File: config.mk
export PLATFORM = sky130hd
export DESIGN_NAME = rtcd_clock
export DESIGN_NICKNAME = d
export VERILOG_FILES = /design/src/rtcd_pkg.sv /design/src/rtcd_clock.sv /design/src/rtcd_bcd_step.sv
export VERILOG_INCLUDE_DIRS = /design/src
export SDC_FILE = /design/constraint.sdc
export NUM_CORES = 1
export LEC_CHECK = 0
export ABC_AREA = 1
export ABC_CLOCK_PERIOD_IN_PS = 4000
export BUFFER_PORTS_ARGS = -buffer_cell sky130_fd_sc_hd__buf_2
export CAP_MARGIN = 25
export CORE_UTILIZATION = 40
export CTS_BUF_LIST = sky130_fd_sc_hd__clkbuf_16
export DETAILED_ROUTE_END_ITERATION = 12
export GPL_TIMING_DRIVEN = 0
export PLACE_DENSITY = 0.52
export RECOVER_POWER = 50
export SLEW_MARGIN = 10
export SYNTH_ARGS = -nofsm -noshare
export SYNTH_HDL_FRONTEND = slang
export SYNTH_SLANG_ARGS = --single-unit
File: constraint.sdc
create_clock -name CLK -period 4 [get_ports CLK]
set_input_delay 0.8 -clock CLK [delete_from_list [all_inputs] [get_ports CLK]]
set_output_delay 0.8 -clock CLK [all_outputs]
set_load 0.05 [all_outputs]
File: src/rtcd_defs.svh
// Register offsets, field positions, reset values and timing for the clock
`ifndef RTCD_DEFS_SVH
`define RTCD_DEFS_SVH
`define RTCD_SLV_ADDR    7'h68
`define RTCD_REG_SEC     3'h0
`define RTCD_REG_MIN     3'h1
`define RTCD_REG_HOUR    3'h2
`define RTCD_REG_WDAY    3'h3
`define RTCD_REG_DATE    3'h4
`define RTCD_REG_MONTH   3'h5
`define RTCD_REG_YEAR    3'h6
`define RTCD_REG_CTRL    3'h7
`define RTCD_BIT_HALT    7
`define RTCD_BIT_FAIL    7
`define RTCD_BIT_CENT_EN 7
`define RTCD_BIT_CENT    6
`define RTCD_BIT_OUT     7
`define RTCD_MASK_SEC    8'h7F
`define RTCD_MASK_MIN    8'h7F
`define RTCD_MASK_HOUR   8'h3F
`define RTCD_MASK_WDAY   8'h07
`define RTCD_MASK_DATE   8'h3F
`define RTCD_MASK_MONTH  8'h1F
`define RTCD_MASK_YEAR   8'hFF
`define RTCD_RST_TIME    8'h00
`define RTCD_RST_DAY     8'h01
`define RTCD_CLK_MHZ     250
`define RTCD_FREEZE_MS   250
`define RTCD_OSC_TMO_US  100
`define RTCD_OSC_DIV     32768
`endif

File: src/rtcd_pkg.sv
// Types shared by the clock/calendar block
package rtcd_pkg;
   typedef enum logic [2:0] {S_IDLE, S_RX, S_ACK, S_TX, S_MACK, S_TXLD}
      rtcd_state_t;
   typedef enum logic [1:0] {PH_ADDR, PH_PTR, PH_DATA} rtcd_phase_t;
endpackage : rtcd_pkg

File: src/rtcd_clock.sv
// BCD clock/calendar with an I2C slave register port
//
// Summary of operation
// Answer only when the seven-bit address after START matches our own.
// After a write address byte, the next byte loads the word pointer.
// Repeated START with read direction transmits the byte at the pointer.
// On reads, pointer advances only on master acknowledge, then sends next.
// Sequential reads continue until the master sends STOP.
// A read without a pointer write starts from the last pointer value.
// Each written data byte is stored, pointer advances on its ack clock.
// Acknowledge slave address, word address and every received data byte.
// Timekeeping registers hold BCD for both setting and reading.
// Seconds and minutes 00-59, hours 00-23, tens high, units low.
// Hours bit 7 enables century toggle; bit 6 toggles at rollover.
// Weekday in bits 2:0 counts 01 to 07.
// Date 01-31, month 01-12, year 00-99 with calendar rollover.
// Seconds bit 7 halts oscillator and timekeeping; 0 restarts it.
// Time base is the 32.768 kHz oscillator.
// Clock registers read singly or in blocks; control reachable alone.
// Reads freeze readable registers up to 250 ms; time keeps counting.
// Output pin low when control bit 7 is 0, released when 1.
// Minutes bit 7 fail flag sets whenever the oscillator stops.
// Fail flag stays 1 until software writes 0.
// Software clears the fail flag only after four seconds of running; the code clears it on any write of 0 while the oscillator runs.
// Reset sets output bit and fail flag, clears the halt bit.
// Master writes control bit 6 as 0; bits 5:0 are don't care.
// Pointer wraps from address 7 to 0.
// Seconds advance once per divided second and carry upward.
`timescale 1ns/10ps
`include "rtcd_defs.svh"
module rtcd_clock import rtcd_pkg::*; #(
   parameter int FREEZE_CYC  = `RTCD_FREEZE_MS * `RTCD_CLK_MHZ * 1000,
   parameter int OSC_TMO_CYC = `RTCD_OSC_TMO_US * `RTCD_CLK_MHZ,
   parameter int OSC_DIV     = `RTCD_OSC_DIV
) (
   input  wire logic CLK,
   input  wire logic RST_B,
   input  wire logic SCL_IN,
   input  wire logic SDA_IN,
   output logic      SDA_OUT,
   output logic      SDA_OE,
   input  wire logic OSC_IN,
   output logic      OSC_EN,
   output logic      OUT_OUT,
   output logic      OUT_OE
);
   if (OSC_DIV < 2 || FREEZE_CYC < 1 || OSC_TMO_CYC < 2) begin : g_bad
      $error("rtcd_clock: divider or timing parameter too small");
   end

   // Pin synchronisers; third stage only feeds edge detection
   logic scl_s1, scl_s2, scl_s3;
   logic sda_s1, sda_s2, sda_s3;
   logic osc_s1, osc_s2, osc_s3;
   always_ff @(posedge CLK or negedge RST_B) begin
      if (!RST_B) begin
         {scl_s1, scl_s2, scl_s3} <= 3'h7;
         {sda_s1, sda_s2, sda_s3} <= 3'h7;
         {osc_s1, osc_s2, osc_s3} <= 3'h0;
      end else begin
         {scl_s1, scl_s2, scl_s3} <= {SCL_IN, scl_s1, scl_s2};
         {sda_s1, sda_s2, sda_s3} <= {SDA_IN, sda_s1, sda_s2};
         {osc_s1, osc_s2, osc_s3} <= {OSC_IN, osc_s1, osc_s2};
      end
   end
   wire logic scl_rise = scl_s2 & ~scl_s3;
   wire logic scl_fall = ~scl_s2 & scl_s3;
   wire logic start_c  = scl_s2 & scl_s3 & sda_s3 & ~sda_s2;
   wire logic stop_c   = scl_s2 & scl_s3 & ~sda_s3 & sda_s2;
   wire logic osc_edge = osc_s2 & ~osc_s3;

   // Register state
   logic [7:0]  tm [7];
   logic [7:0]  sh [7];
   logic        halt, fail, century_toggle_enable, century_flag, out_lvl;
   logic [2:0]  ptr;
   logic        frozen;
   logic [31:0] frz_cnt, div_cnt, tmo_cnt;
   logic        osc_dead;

   // I2C slave engine state
   rtcd_state_t state, next_state;
   rtcd_phase_t phase, next_phase;
   logic [3:0]  bitcnt, next_bitcnt;
   logic [7:0]  shreg, next_shreg;
   logic        rw, next_rw, next_drive;
   logic [2:0]  next_ptr;
   logic        wr_en, read_go;

   wire logic byte_done = (state == S_RX) && scl_fall && (bitcnt == 4'h8);
   wire logic addr_hit  = (shreg[7:1] == `RTCD_SLV_ADDR);
   wire logic [2:0] ptr_inc = 3'(ptr + 3'h1);

   // Readback mux: frozen shadow for time fields, live flags
   wire logic [7:0] rd_byte =
      (ptr == `RTCD_REG_SEC)  ? {halt, sh[0][6:0]} :
      (ptr == `RTCD_REG_MIN)  ? {fail, sh[1][6:0]} :
      (ptr == `RTCD_REG_HOUR) ?
         {century_toggle_enable, century_flag, sh[2][5:0]} :
      (ptr == `RTCD_REG_CTRL) ? {out_lvl, 7'h00} :
                                sh[ptr];

   always_comb begin
      next_state  = state;
      next_phase  = phase;
      next_bitcnt = bitcnt;
      next_shreg  = shreg;
      next_rw     = rw;
      next_drive  = SDA_OE;
      next_ptr    = ptr;
      wr_en       = 1'b0;
      read_go     = 1'b0;
      if (start_c) begin
         next_state  = S_RX;
         next_phase  = PH_ADDR;
         next_bitcnt = 4'h0;
         next_drive  = 1'b0;
      end else if (stop_c) begin
         next_state = S_IDLE;
         next_drive = 1'b0;
      end else begin
         case (state)
            S_RX: begin
               if (scl_rise) begin
                  next_shreg  = {shreg[6:0], sda_s2};
                  next_bitcnt = 4'(bitcnt + 4'h1);
               end else if (byte_done) begin
                  next_drive = 1'b1;
                  next_state = S_ACK;
                  case (phase)
                     PH_ADDR: begin
                        next_rw = shreg[0];
                        read_go = shreg[0] & addr_hit;
                        if (!addr_hit) begin
                           next_drive = 1'b0;
                           next_state = S_IDLE;
                        end
                     end
                     PH_PTR:  next_ptr = shreg[2:0];
                     default: wr_en = 1'b1;
                  endcase
               end
            end
            S_ACK: begin
               if (scl_fall) begin
                  next_drive  = 1'b0;
                  next_bitcnt = 4'h0;
                  next_state  = S_RX;
                  case (phase)
                     PH_ADDR: begin
                        next_phase = PH_PTR;
                        if (rw) begin
                           // Reads start at the held pointer
                           next_state  = S_TX;
                           next_drive  = ~rd_byte[7];
                           next_shreg  = {rd_byte[6:0], 1'b0};
                           next_bitcnt = 4'h1;
                        end
                     end
                     PH_PTR:  next_phase = PH_DATA;
                     default: next_ptr = ptr_inc;
                  endcase
               end
            end
            S_TX: begin
               if (scl_fall) begin
                  if (bitcnt == 4'h8) begin
                     next_drive = 1'b0;
                     next_state = S_MACK;
                  end else begin
                     next_drive  = ~shreg[7];
                     next_shreg  = {shreg[6:0], 1'b0};
                     next_bitcnt = 4'(bitcnt + 4'h1);
                  end
               end
            end
            S_MACK: begin
               if (scl_rise) begin
                  if (sda_s2) begin
                     next_state = S_IDLE;
                  end else begin
                     next_ptr   = ptr_inc;
                     next_state = S_TXLD;
                  end
               end
            end
            S_TXLD: begin
               if (scl_fall) begin
                  next_state  = S_TX;
                  next_drive  = ~rd_byte[7];
                  next_shreg  = {rd_byte[6:0], 1'b0};
                  next_bitcnt = 4'h1;
               end
            end
            default: next_state = S_IDLE;
         endcase
      end
   end

   always_ff @(posedge CLK or negedge RST_B) begin
      if (!RST_B) begin
         state  <= S_IDLE;
         phase  <= PH_ADDR;
         bitcnt <= 4'h0;
         shreg  <= 8'h00;
         rw     <= 1'b0;
         SDA_OE <= 1'b0;
         ptr    <= 3'h0;
      end else begin
         state  <= next_state;
         phase  <= next_phase;
         bitcnt <= next_bitcnt;
         shreg  <= next_shreg;
         rw     <= next_rw;
         SDA_OE <= next_drive;
         ptr    <= next_ptr;
      end
   end

   // Time base: divide the oscillator edges down to one tick per second
   wire logic sec_tick = osc_edge && !halt &&
                         (div_cnt == 32'(OSC_DIV - 1));
   always_ff @(posedge CLK or negedge RST_B) begin
      if (!RST_B) begin
         div_cnt <= 32'h0;
      end else if (halt) begin
         div_cnt <= 32'h0;
      end else if (osc_edge) begin
         div_cnt <= sec_tick ? 32'h0 : 32'(div_cnt + 32'h1);
      end
   end

   // Stop detection: no oscillator edge within the timeout
   always_ff @(posedge CLK or negedge RST_B) begin
      if (!RST_B) begin
         tmo_cnt  <= 32'h0;
         osc_dead <= 1'b0;
      end else begin
         tmo_cnt  <= osc_edge ? 32'h0 :
                     osc_dead ? tmo_cnt : 32'(tmo_cnt + 32'h1);
         osc_dead <= !osc_edge && (tmo_cnt >= 32'(OSC_TMO_CYC - 1));
      end
   end

   // Calendar carry chain
   logic [7:0] cur [7];
   logic [7:0] lo_v [7];
   logic [7:0] hi_v [7];
   logic [7:0] nxt [7];
   logic [6:0] wrap, inc;
   assign cur[0] = tm[0] & `RTCD_MASK_SEC;
   assign cur[1] = tm[1] & `RTCD_MASK_MIN;
   assign cur[2] = tm[2] & `RTCD_MASK_HOUR;
   assign cur[3] = tm[3] & `RTCD_MASK_WDAY;
   assign cur[4] = tm[4] & `RTCD_MASK_DATE;
   assign cur[5] = tm[5] & `RTCD_MASK_MONTH;
   assign cur[6] = tm[6] & `RTCD_MASK_YEAR;
   // Year 00 counts as leap; the century flag carries no leap meaning
   wire logic leap = tm[6][4] ? (tm[6][3:0] == 4'h2 || tm[6][3:0] == 4'h6)
                   : (tm[6][3:0] == 4'h0 || tm[6][3:0] == 4'h4 ||
                      tm[6][3:0] == 4'h8);
   wire logic short_m = (cur[5] == 8'h04) || (cur[5] == 8'h06) ||
                        (cur[5] == 8'h09) || (cur[5] == 8'h11);
   wire logic [7:0] dim = (cur[5] == 8'h02) ? (leap ? 8'h29 : 8'h28) :
                          short_m ? 8'h30 : 8'h31;
   assign lo_v[0] = 8'h00;  assign hi_v[0] = 8'h59;
   assign lo_v[1] = 8'h00;  assign hi_v[1] = 8'h59;
   assign lo_v[2] = 8'h00;  assign hi_v[2] = 8'h23;
   assign lo_v[3] = 8'h01;  assign hi_v[3] = 8'h07;
   assign lo_v[4] = 8'h01;  assign hi_v[4] = dim;
   assign lo_v[5] = 8'h01;  assign hi_v[5] = 8'h12;
   assign lo_v[6] = 8'h00;  assign hi_v[6] = 8'h99;
   assign inc[0] = sec_tick;
   assign inc[1] = inc[0] & wrap[0];
   assign inc[2] = inc[1] & wrap[1];
   assign inc[3] = inc[2] & wrap[2];
   assign inc[4] = inc[2] & wrap[2];
   assign inc[5] = inc[4] & wrap[4];
   assign inc[6] = inc[5] & wrap[5];
   wire logic cent_roll = inc[6] & wrap[6];

   for (genvar i = 0; i < 7; i++) begin : g_field
      rtcd_bcd_step u_step (
         .val  (cur[i]),
         .lo   (lo_v[i]),
         .hi   (hi_v[i]),
         .nxt  (nxt[i]),
         .wrap (wrap[i])
      );
      // Software write beats a same-cycle count on that field
      always_ff @(posedge CLK or negedge RST_B) begin
         if (!RST_B) begin
            tm[i] <= (i >= 3 && i <= 5) ? `RTCD_RST_DAY : `RTCD_RST_TIME;
         end else if (wr_en && ptr == 3'(i)) begin
            tm[i] <= shreg;
         end else if (inc[i]) begin
            tm[i] <= nxt[i];
         end
      end
      // Readable copy holds still during a read not started at control, until STOP, START or timeout
      always_ff @(posedge CLK or negedge RST_B) begin
         if (!RST_B) begin
            sh[i] <= 8'h00;
         end else if (!frozen) begin
            sh[i] <= cur[i];
         end
      end
   end

   // Flags and control bits
   wire logic wr_sec  = wr_en && ptr == `RTCD_REG_SEC;
   wire logic wr_min  = wr_en && ptr == `RTCD_REG_MIN;
   wire logic wr_hour = wr_en && ptr == `RTCD_REG_HOUR;
   wire logic wr_ctrl = wr_en && ptr == `RTCD_REG_CTRL;
   wire logic osc_stop = halt || osc_dead;
   always_ff @(posedge CLK or negedge RST_B) begin
      if (!RST_B) begin
         halt    <= 1'b0;
         fail    <= 1'b1;
         out_lvl <= 1'b1;
         century_toggle_enable <= 1'b0;
         century_flag          <= 1'b0;
      end else begin
         if (wr_sec) halt <= shreg[`RTCD_BIT_HALT];
         // Stop event beats a software clear
         if (osc_stop) fail <= 1'b1;
         else if (wr_min) fail <= shreg[`RTCD_BIT_FAIL];
         if (wr_hour) begin
            century_toggle_enable <= shreg[`RTCD_BIT_CENT_EN];
            century_flag          <= shreg[`RTCD_BIT_CENT];
         end else if (cent_roll && century_toggle_enable) begin
            century_flag <= ~century_flag;
         end
         if (wr_ctrl) out_lvl <= shreg[`RTCD_BIT_OUT];
      end
   end

   // Freeze window: from a matched read not started at control to STOP, START or timeout
   always_ff @(posedge CLK or negedge RST_B) begin
      if (!RST_B) begin
         frozen  <= 1'b0;
         frz_cnt <= 32'h0;
      end else if (start_c || stop_c) begin
         frozen  <= 1'b0;
         frz_cnt <= 32'h0;
      end else if (read_go && ptr != `RTCD_REG_CTRL) begin
         frozen  <= 1'b1;
         frz_cnt <= 32'h0;
      end else if (frozen) begin
         frozen  <= (frz_cnt < 32'(FREEZE_CYC - 1));
         frz_cnt <= 32'(frz_cnt + 32'h1);
      end
   end

   // Pin drivers, all registered
   always_ff @(posedge CLK or negedge RST_B) begin
      if (!RST_B) begin
         SDA_OUT <= 1'b0;
         OUT_OUT <= 1'b0;
         OUT_OE  <= 1'b0;
         OSC_EN  <= 1'b1;
      end else begin
         SDA_OUT <= 1'b0;
         OUT_OUT <= 1'b0;
         OUT_OE  <= ~out_lvl;
         OSC_EN  <= ~halt;
      end
   end
endmodule : rtcd_clock

File: src/rtcd_bcd_step.sv
// One BCD counter field: next value and wrap from its upper limit
`timescale 1ns/10ps
module rtcd_bcd_step (
   input  wire logic [7:0] val,
   input  wire logic [7:0] lo,
   input  wire logic [7:0] hi,
   output logic      [7:0] nxt,
   output logic            wrap
);
   wire logic [3:0] tens_up = 4'(val[7:4] + 4'h1);
   wire logic [3:0] unit_up = 4'(val[3:0] + 4'h1);
   // Out-of-range values also wrap so a bad write cannot run away
   assign wrap = (val >= hi);
   assign nxt  = wrap ? lo :
                 (val[3:0] >= 4'h9) ? {tens_up, 4'h0} : {val[7:4], unit_up};
endmodule : rtcd_bcd_step

After elaboration in Yosys (flattened, before gate mapping)
Cells that the tools add are included.
{"block": "word_totals", "reg_bits": 220, "input_bits": 5}
{"block": "classes", "add_sub_neg": 18, "order_cmp": 17, "eq_ne": 53, "n_mux": 125, "n_bitwise": 29, "n_reduce_logical": 66}
{"operator": "two-way mux 32 bit", "n": 8}
{"operator": "two-way mux 8 bit", "n": 17}
{"operator": "adder 32 x 1 -> 32 bit, second input constant", "n": 3}
{"operator": "two-way mux 3 bit", "n": 21}
{"operator": "two-way mux 7 bit", "n": 8}
{"operator": "two-way mux 6 bit", "n": 8}
{"operator": "two-way mux 1 bit", "n": 36}
{"operator": "adder 4 x 1 -> 4 bit, second input constant", "n": 8}
{"operator": "== test 32 x 15 -> 1 bit, second input constant", "n": 1}
{"operator": "greater-or-equal comparator 32 x 15 -> 1 bit, second input constant", "n": 1}
{"operator": "less-than comparator 32 x 26 -> 1 bit, second input constant", "n": 1}
{"operator": "case mux 8 bit (4 select lines)", "n": 1}
{"operator": "greater-or-equal comparator 4 bit, second input constant", "n": 7}
{"operator": "two-way mux 4 bit", "n": 7}
{"operator": "!= test 4 bit, second input constant", "n": 7}
{"operator": "nonzero test 3 bit", "n": 9}
{"operator": "!= test 2 bit, second input constant", "n": 13}
{"operator": "two-way mux 5 bit", "n": 5}
{"operator": "binary-select mux 8 bit (select 3 bit)", "n": 1}
{"operator": "nonzero test 2 bit", "n": 12}
{"operator": "AND reduction 10 bit", "n": 2}
{"operator": "== test 3 bit, second input constant", "n": 6}
{"operator": "!= test 3 bit, second input constant", "n": 6}
{"operator": "two-way mux 2 bit", "n": 8}
{"operator": "other kinds (44)", "n": 112}

Longest topological paths before layout
{"block": "logic_depth", "depth_word": 15, "ltp_mapped": 17}

Cells and area by module
Synthesis repeated with hierarchy kept, for this count alone.
{"block": "unflattened", "cells_unflattened": 2301, "hier_area_um2": 16036.6}
{"module": "rtcd_clock", "n_inst": 1, "cells_each": 1587, "area_each_um2": 12165.4, "seq_area_each_um2": 5520.3}
{"module": "rtcd_bcd_step", "n_inst": 7, "cells_each": 102, "area_each_um2": 553.0, "seq_area_each_um2": 0.0}

Worst setup path before layout
No wires, ideal clock.
{"block": "synth_timing", "path_kind": "register to register", "start": "reg tm, in the netlist cur[8]", "end": "reg tm, in the netlist cur[20]", "setup_ps": 126, "arrival_ps": 2287, "slack_ps": 1586, "path_stages_with_launch": 15, "period_less_slack_ps": 2414, "cell_sequence": "dfstp_2 inv_1 ha_1 o2111ai_1 o311ai_0 a31oi_1 ha_1 nand4_1 nand4_1 nor2_1 nand2_1 inv_1 nor2_2 nand2_1 o21ai_0"}
{"block": "synth_via", "elab_chain_len": 10}
{"element": "start, declared", "line": "rtcd_clock.sv:73", "source": "logic [7:0] tm [7];"}
{"element": "start signal, assigned by index", "line": "rtcd_clock.sv:293", "source": "tm[i] <= (i >= 3 && i <= 5) ? `RTCD_RST_DAY : `RTCD_RST_TIME;"}
{"element": "start signal, assigned by index", "line": "rtcd_clock.sv:295", "source": "tm[i] <= shreg;"}
{"element": "start signal, assigned by index", "line": "rtcd_clock.sv:297", "source": "tm[i] <= nxt[i];"}
{"element": "== test 5 x 3 -> 1 bit", "line": "rtcd_clock.sv:262", "source": "wire logic short_m = (cur[5] == 8'h04) || (cur[5] == 8'h06) ||"}
{"element": "logical OR 1 bit (2 in series)", "line": "rtcd_clock.sv:262"}
{"element": "logical OR 1 bit", "line": "rtcd_clock.sv:263", "source": "(cur[5] == 8'h09) || (cur[5] == 8'h11);"}
{"element": "two-way mux 1 bit", "line": "rtcd_clock.sv:265", "source": "short_m ? 8'h30 : 8'h31;"}
{"element": "two-way mux 5 bit (*)", "line": "rtcd_clock.sv:264", "source": "wire logic [7:0] dim = (cur[5] == 8'h02) ? (leap ? 8'h29 : 8'h28) :"}
{"element": "greater-or-equal comparator 6 bit (*)", "line": "rtcd_bcd_step.sv:13", "source": "assign wrap = (val >= hi);"}
{"element": "two-way mux 6 bit", "line": "rtcd_bcd_step.sv:14", "source": "assign nxt = wrap ? lo :"}
{"element": "two-way mux 6 bit", "line": "rtcd_clock.sv:296", "source": "end else if (inc[i]) begin"}
{"element": "two-way mux 6 bit", "line": "rtcd_clock.sv:294", "source": "end else if (wr_en && ptr == 3'(i)) begin"}
Mark *: on every way between the ends. The rest lies on a longest branch, timed or not. The select of a mux whose other input is x is not followed.
A chain may end at the register's enable or synchronous reset.

Worst setup path after layout
{"block": "layout_timing", "start": "reg tm, in the netlist cur[8]", "end": "reg tm, in the netlist cur[21]"}
The elaborated chain is that of the path after synthesis.

==> summary.md <==
| Metric | Value |
|---|---|
| Reg2Reg Setup Slack | 940 ps |
| Commonest non-fill, non-tap cell in the layout | nand2_1 |
| Adder-cell share of the synthesized area | 4.341% |
| Worst Hold Class | input pin to flop |
| Seq/Total Area, Yosys | 41.64% |
| Core Region | 32,540 sq um |
| First-pass GRT wire length | 60.44 mm |
| Cell variety after synth | 58 |
| Hold Path Origin | SDA_IN |
| Die width | 184.1 um |
| Critical path type | flop to flop |
| DRC viols | 0 |
| Remaining global-route overflow | 0 |
| Internal power | 3.756 mW |
| Drt first pass iters | 5 |
| CTS tree | yes |
| Worst VDD drop | 0.0003173 V |
| Final worst slack | 937.9 ps |
| Logic pwr share | 6.9% |
| Clock network power share | 46.3% |
| Site row count | 66 |
| Vias | 11,817 |
| Slew margin rel. | -88.93% |
| Root Buffer | clkbuf_16 |
| Setup WS pre-CTS | 941.5 ps |
| Failing checks | max-capacitance violations, max-slew violations |
| Routed wire per std cell | 16.20 um |
| Fin crit share | 76.55% |
| RSZ-0062 raised after global routing | no |
| # hold bufs at CTS | 0 |
| Crit path max fanout | 5 |
| Cts bufs inserted | 27 |
| Initial Util | 40.75% |
| Largest net degree at the start of global routing | 95 |
| Seq pwr share | 46.8% |
| Postcts setup bufs | 0 |
| Post-placement cell area | 13,910 sq um |
| Setup Skew | 11.69 ps |
| Post-synthesis xor/xnor area fraction | 3.435% |
| Total wire length | 36.74 mm |
| Clk buf depth | 3 |
| Ys async rst share | 100.0% |
| Worst-Skew Late Latency | 550 ps |
| Crit end category | flop |
| WP data arrival | 3490 ps |
| YS warnings | 0 |
| Most used DFF post-synth | dfrtp_1 |
| WP data required | 4430 ps |
| Vias in the first global route | 11,572 |
| Final Hold Vio Count | 0 |
| Die height | 184.1 um |
| Initial antenna violation count | 0 |
| CTS clock-pin slew for the worst setup and hold paths | 60 ps |
| Mux share of post-synthesis cell area | 0% |
| Finished Cell Area | 14,750 sq um |
| Pleak | 6.523 nW |
| Max Cap Viol | 1 |
| Via density | 5.213 |
| Power Density | 343.7 nW/um^2 |
| Minimum clock period | 3062 ps |
| Fmax | 326.6 MHz |
| CTS sink count | 220 |
| Cell count after synthesis | 1,765 |
| Post-Synth Simple-Gate Area | 28.09% |
| Layout cells sized above 1 | 6.630% |
| Fill cells | 3,406 |
| Post_cts resized | 0 |
| # port buffers | 7 |
| Layout area overhead | 11.24% |
| CP Launch Point | cur[8] |
| First DRT Iteration DRCs | 769 |
| Tot GR Track Use | 22.39% |
| Post-route ant nets | 0 |
| GPL Wtd Cong | 0.9148 |
| Synth Register Bits | 220 |
| Net Sw Frac | 25.91% |
| Htree depth | 1 |
| Status | complete, but fails checks |
| Largest family of logic cells by synthesized area | simple AND/OR/NAND/NOR gates |
| Ports | 10 |
| Post-synthesis compound-gate area fraction | 14.46% |
| Final #Nets | 1,855 |
| Synthesized area per cell | 7.511 sq um |
| Slew @ Worst Pin | 2834 ps |
| Launch point of the worst reg-to-reg path | cur[8] |
| Setup violators final | 0 |
| Die area | 33,880 sq um |
| Netlist Area Pre-Place | 13,260 sq um |
| Most frequent cells in the layout | nand2_1, inv_1, dfrtp_1 |
| CP Launch Type | flop |
| Number of synthesized flops with an enable pin | 0 |
| Post-DP HPWL | 26.78 mm |
| Antenna diodes | 0 |
| Net Sw Power | 1.313 mW |
| Final Max Tran Viols | 53 |
-- registers in the layout, summed over array words and instances, names as in the netlist, 2 cells and up --
signal	flops
ptr	3
sh	42
phase	2
bitcnt	4
tmo_cnt	32
cur	42
shreg	8
state	3
div_cnt	32
frz_cnt	32
-- worst paths after layout --
check / depth (start not counted) / endpoint
worst max-delay path: 14 / cur[21]
worst min-delay path: 1 / sda_s1
worst max register to register: 14 / cur[21]
worst min register to register: 0 / osc_s2
max in group asynchronous: 1 / frz_cnt[17]
min in group asynchronous: 1 / cur[10]
-- power by group through the flow --
stage | clock, mW | sequential (mW) | combinational, mW
finish | 2.34 | 2.37 | 0.351
global route | 2.50 | 2.38 | 0.404
CTS | 2.42 | 2.37 | 0.359
detailed placement | 0 | 2.41 | 0.359
global placement | 0 | 2.41 | 0.346
floorplan | 0 | 2.41 | 0.209
-- metal layers --
metal / vias up / global-route usage [%] / part of all wire, %
met3: 52 / 3.031 / 3.4
met1: 5606 / 30.04 / 48
li1: 5964 / - / -
met5: - / 0 / 0
met4: 0 / 5.700 / 2.2
met2: 195 / 37.85 / 47
-- cells by family (layout without fill, tap and decap cells) --
| kind of cell | after synthesis | in the layout |
|---|---|---|
| AOI/OAI and AO/OA | 341 | 341 |
| xor gates and xnor gates | 52 | 52 |
| adders and majority gates | 46 | 46 |
| buffers and inverters | 272 | 331 |
| DFF | 220 | 220 |
| other | 1 | 2 |
| and+or+nand+nor | 833 | 833 |
-- Yosys cell counts (2+ instances only) --
library cell	number	area (sq um)
a211oi_1	5	37.54
a21boi_0	2	15.01
a21oi_1	79	395.4
a22oi_1	2	15.01
a31oi_1	17	106.4
buf_1	2	7.510
buf_2	6	30.03
buf_4	3	22.52
buf_6	3	33.78
clkbuf_1	28	105.1
clkinv_1	2	7.510
dfrtp_1	208	5205
dfstp_2	12	315.3
ha_1	46	575.6
inv_1	218	818.3
inv_2	10	37.54
nand2_1	384	1441
nand2_2	6	37.54
nand2_4	4	45.04
nand3_1	108	540.5
nand3_2	2	20.02
nand4_1	49	306.5
nor2_1	178	668.1
nor2_2	10	62.56
nor2_4	4	45.04
nor3_1	54	270.3
nor3_2	5	50.05
nor3b_1	7	52.55
nor4_1	13	81.33
o2111ai_1	3	26.28
o211ai_1	13	97.59
o21a_1	2	15.01
o21ai_0	166	830.8
o21ai_1	4	20.02
o221ai_1	6	52.55
o22ai_1	28	175.2
o31ai_1	3	22.52
o32ai_1	2	17.52
or2_2	2	12.51
xnor2_1	14	122.6
xor2_1	38	332.8
-- final cells by class --
type	instances	area [sq um]	area share (%)
buffer	42	198.9	1.349
clock buffer	27	675.6	4.581
clock inverter	23	162.7	1.103
inverter	230	863.3	5.854
multi-input combinational	1274	6679	45.29
sequential	220	5520	37.43
tap	442	553.0	3.750
timing repair buffer	9	95.09	0.6448
-- metrics by stage --
| stage | power (mW) | cells | hold slack (ps) | TNS (ps) | utilization [%] |
|---|---|---|---|---|---|
| detailed placement | 2.772 | 2217 | 338.7 | 0 | 42.77 |
| CTS | 5.150 | 2267 | 162.5 | 0 | 45.34 |
| global route | 5.288 | 2267 | 326.8 | 0 | 45.33 |
| floorplan | 2.618 | 1766 | 331.2 | 0 | - |
| global placement | 2.757 | 2215 | 335.7 | -422390 | 42.57 |
| finish | 5.069 | 2267 | 347.2 | 0 | 45.33 |
-- critical path, stage by stage, from the launching register on --
cell and delay (ps):
dfstp_2 570, inv_1 100, ha_1 230, o2111ai_1 180, o311ai_0 150, a31oi_1 220
ha_1 270, nand4_1 100, nand4_1 320, nor2_1 350, nand2_1 160, inv_1 100
nor2_2 60, nand2_1 70, o21ai_0 70
(Power assumes the default switching activity.)
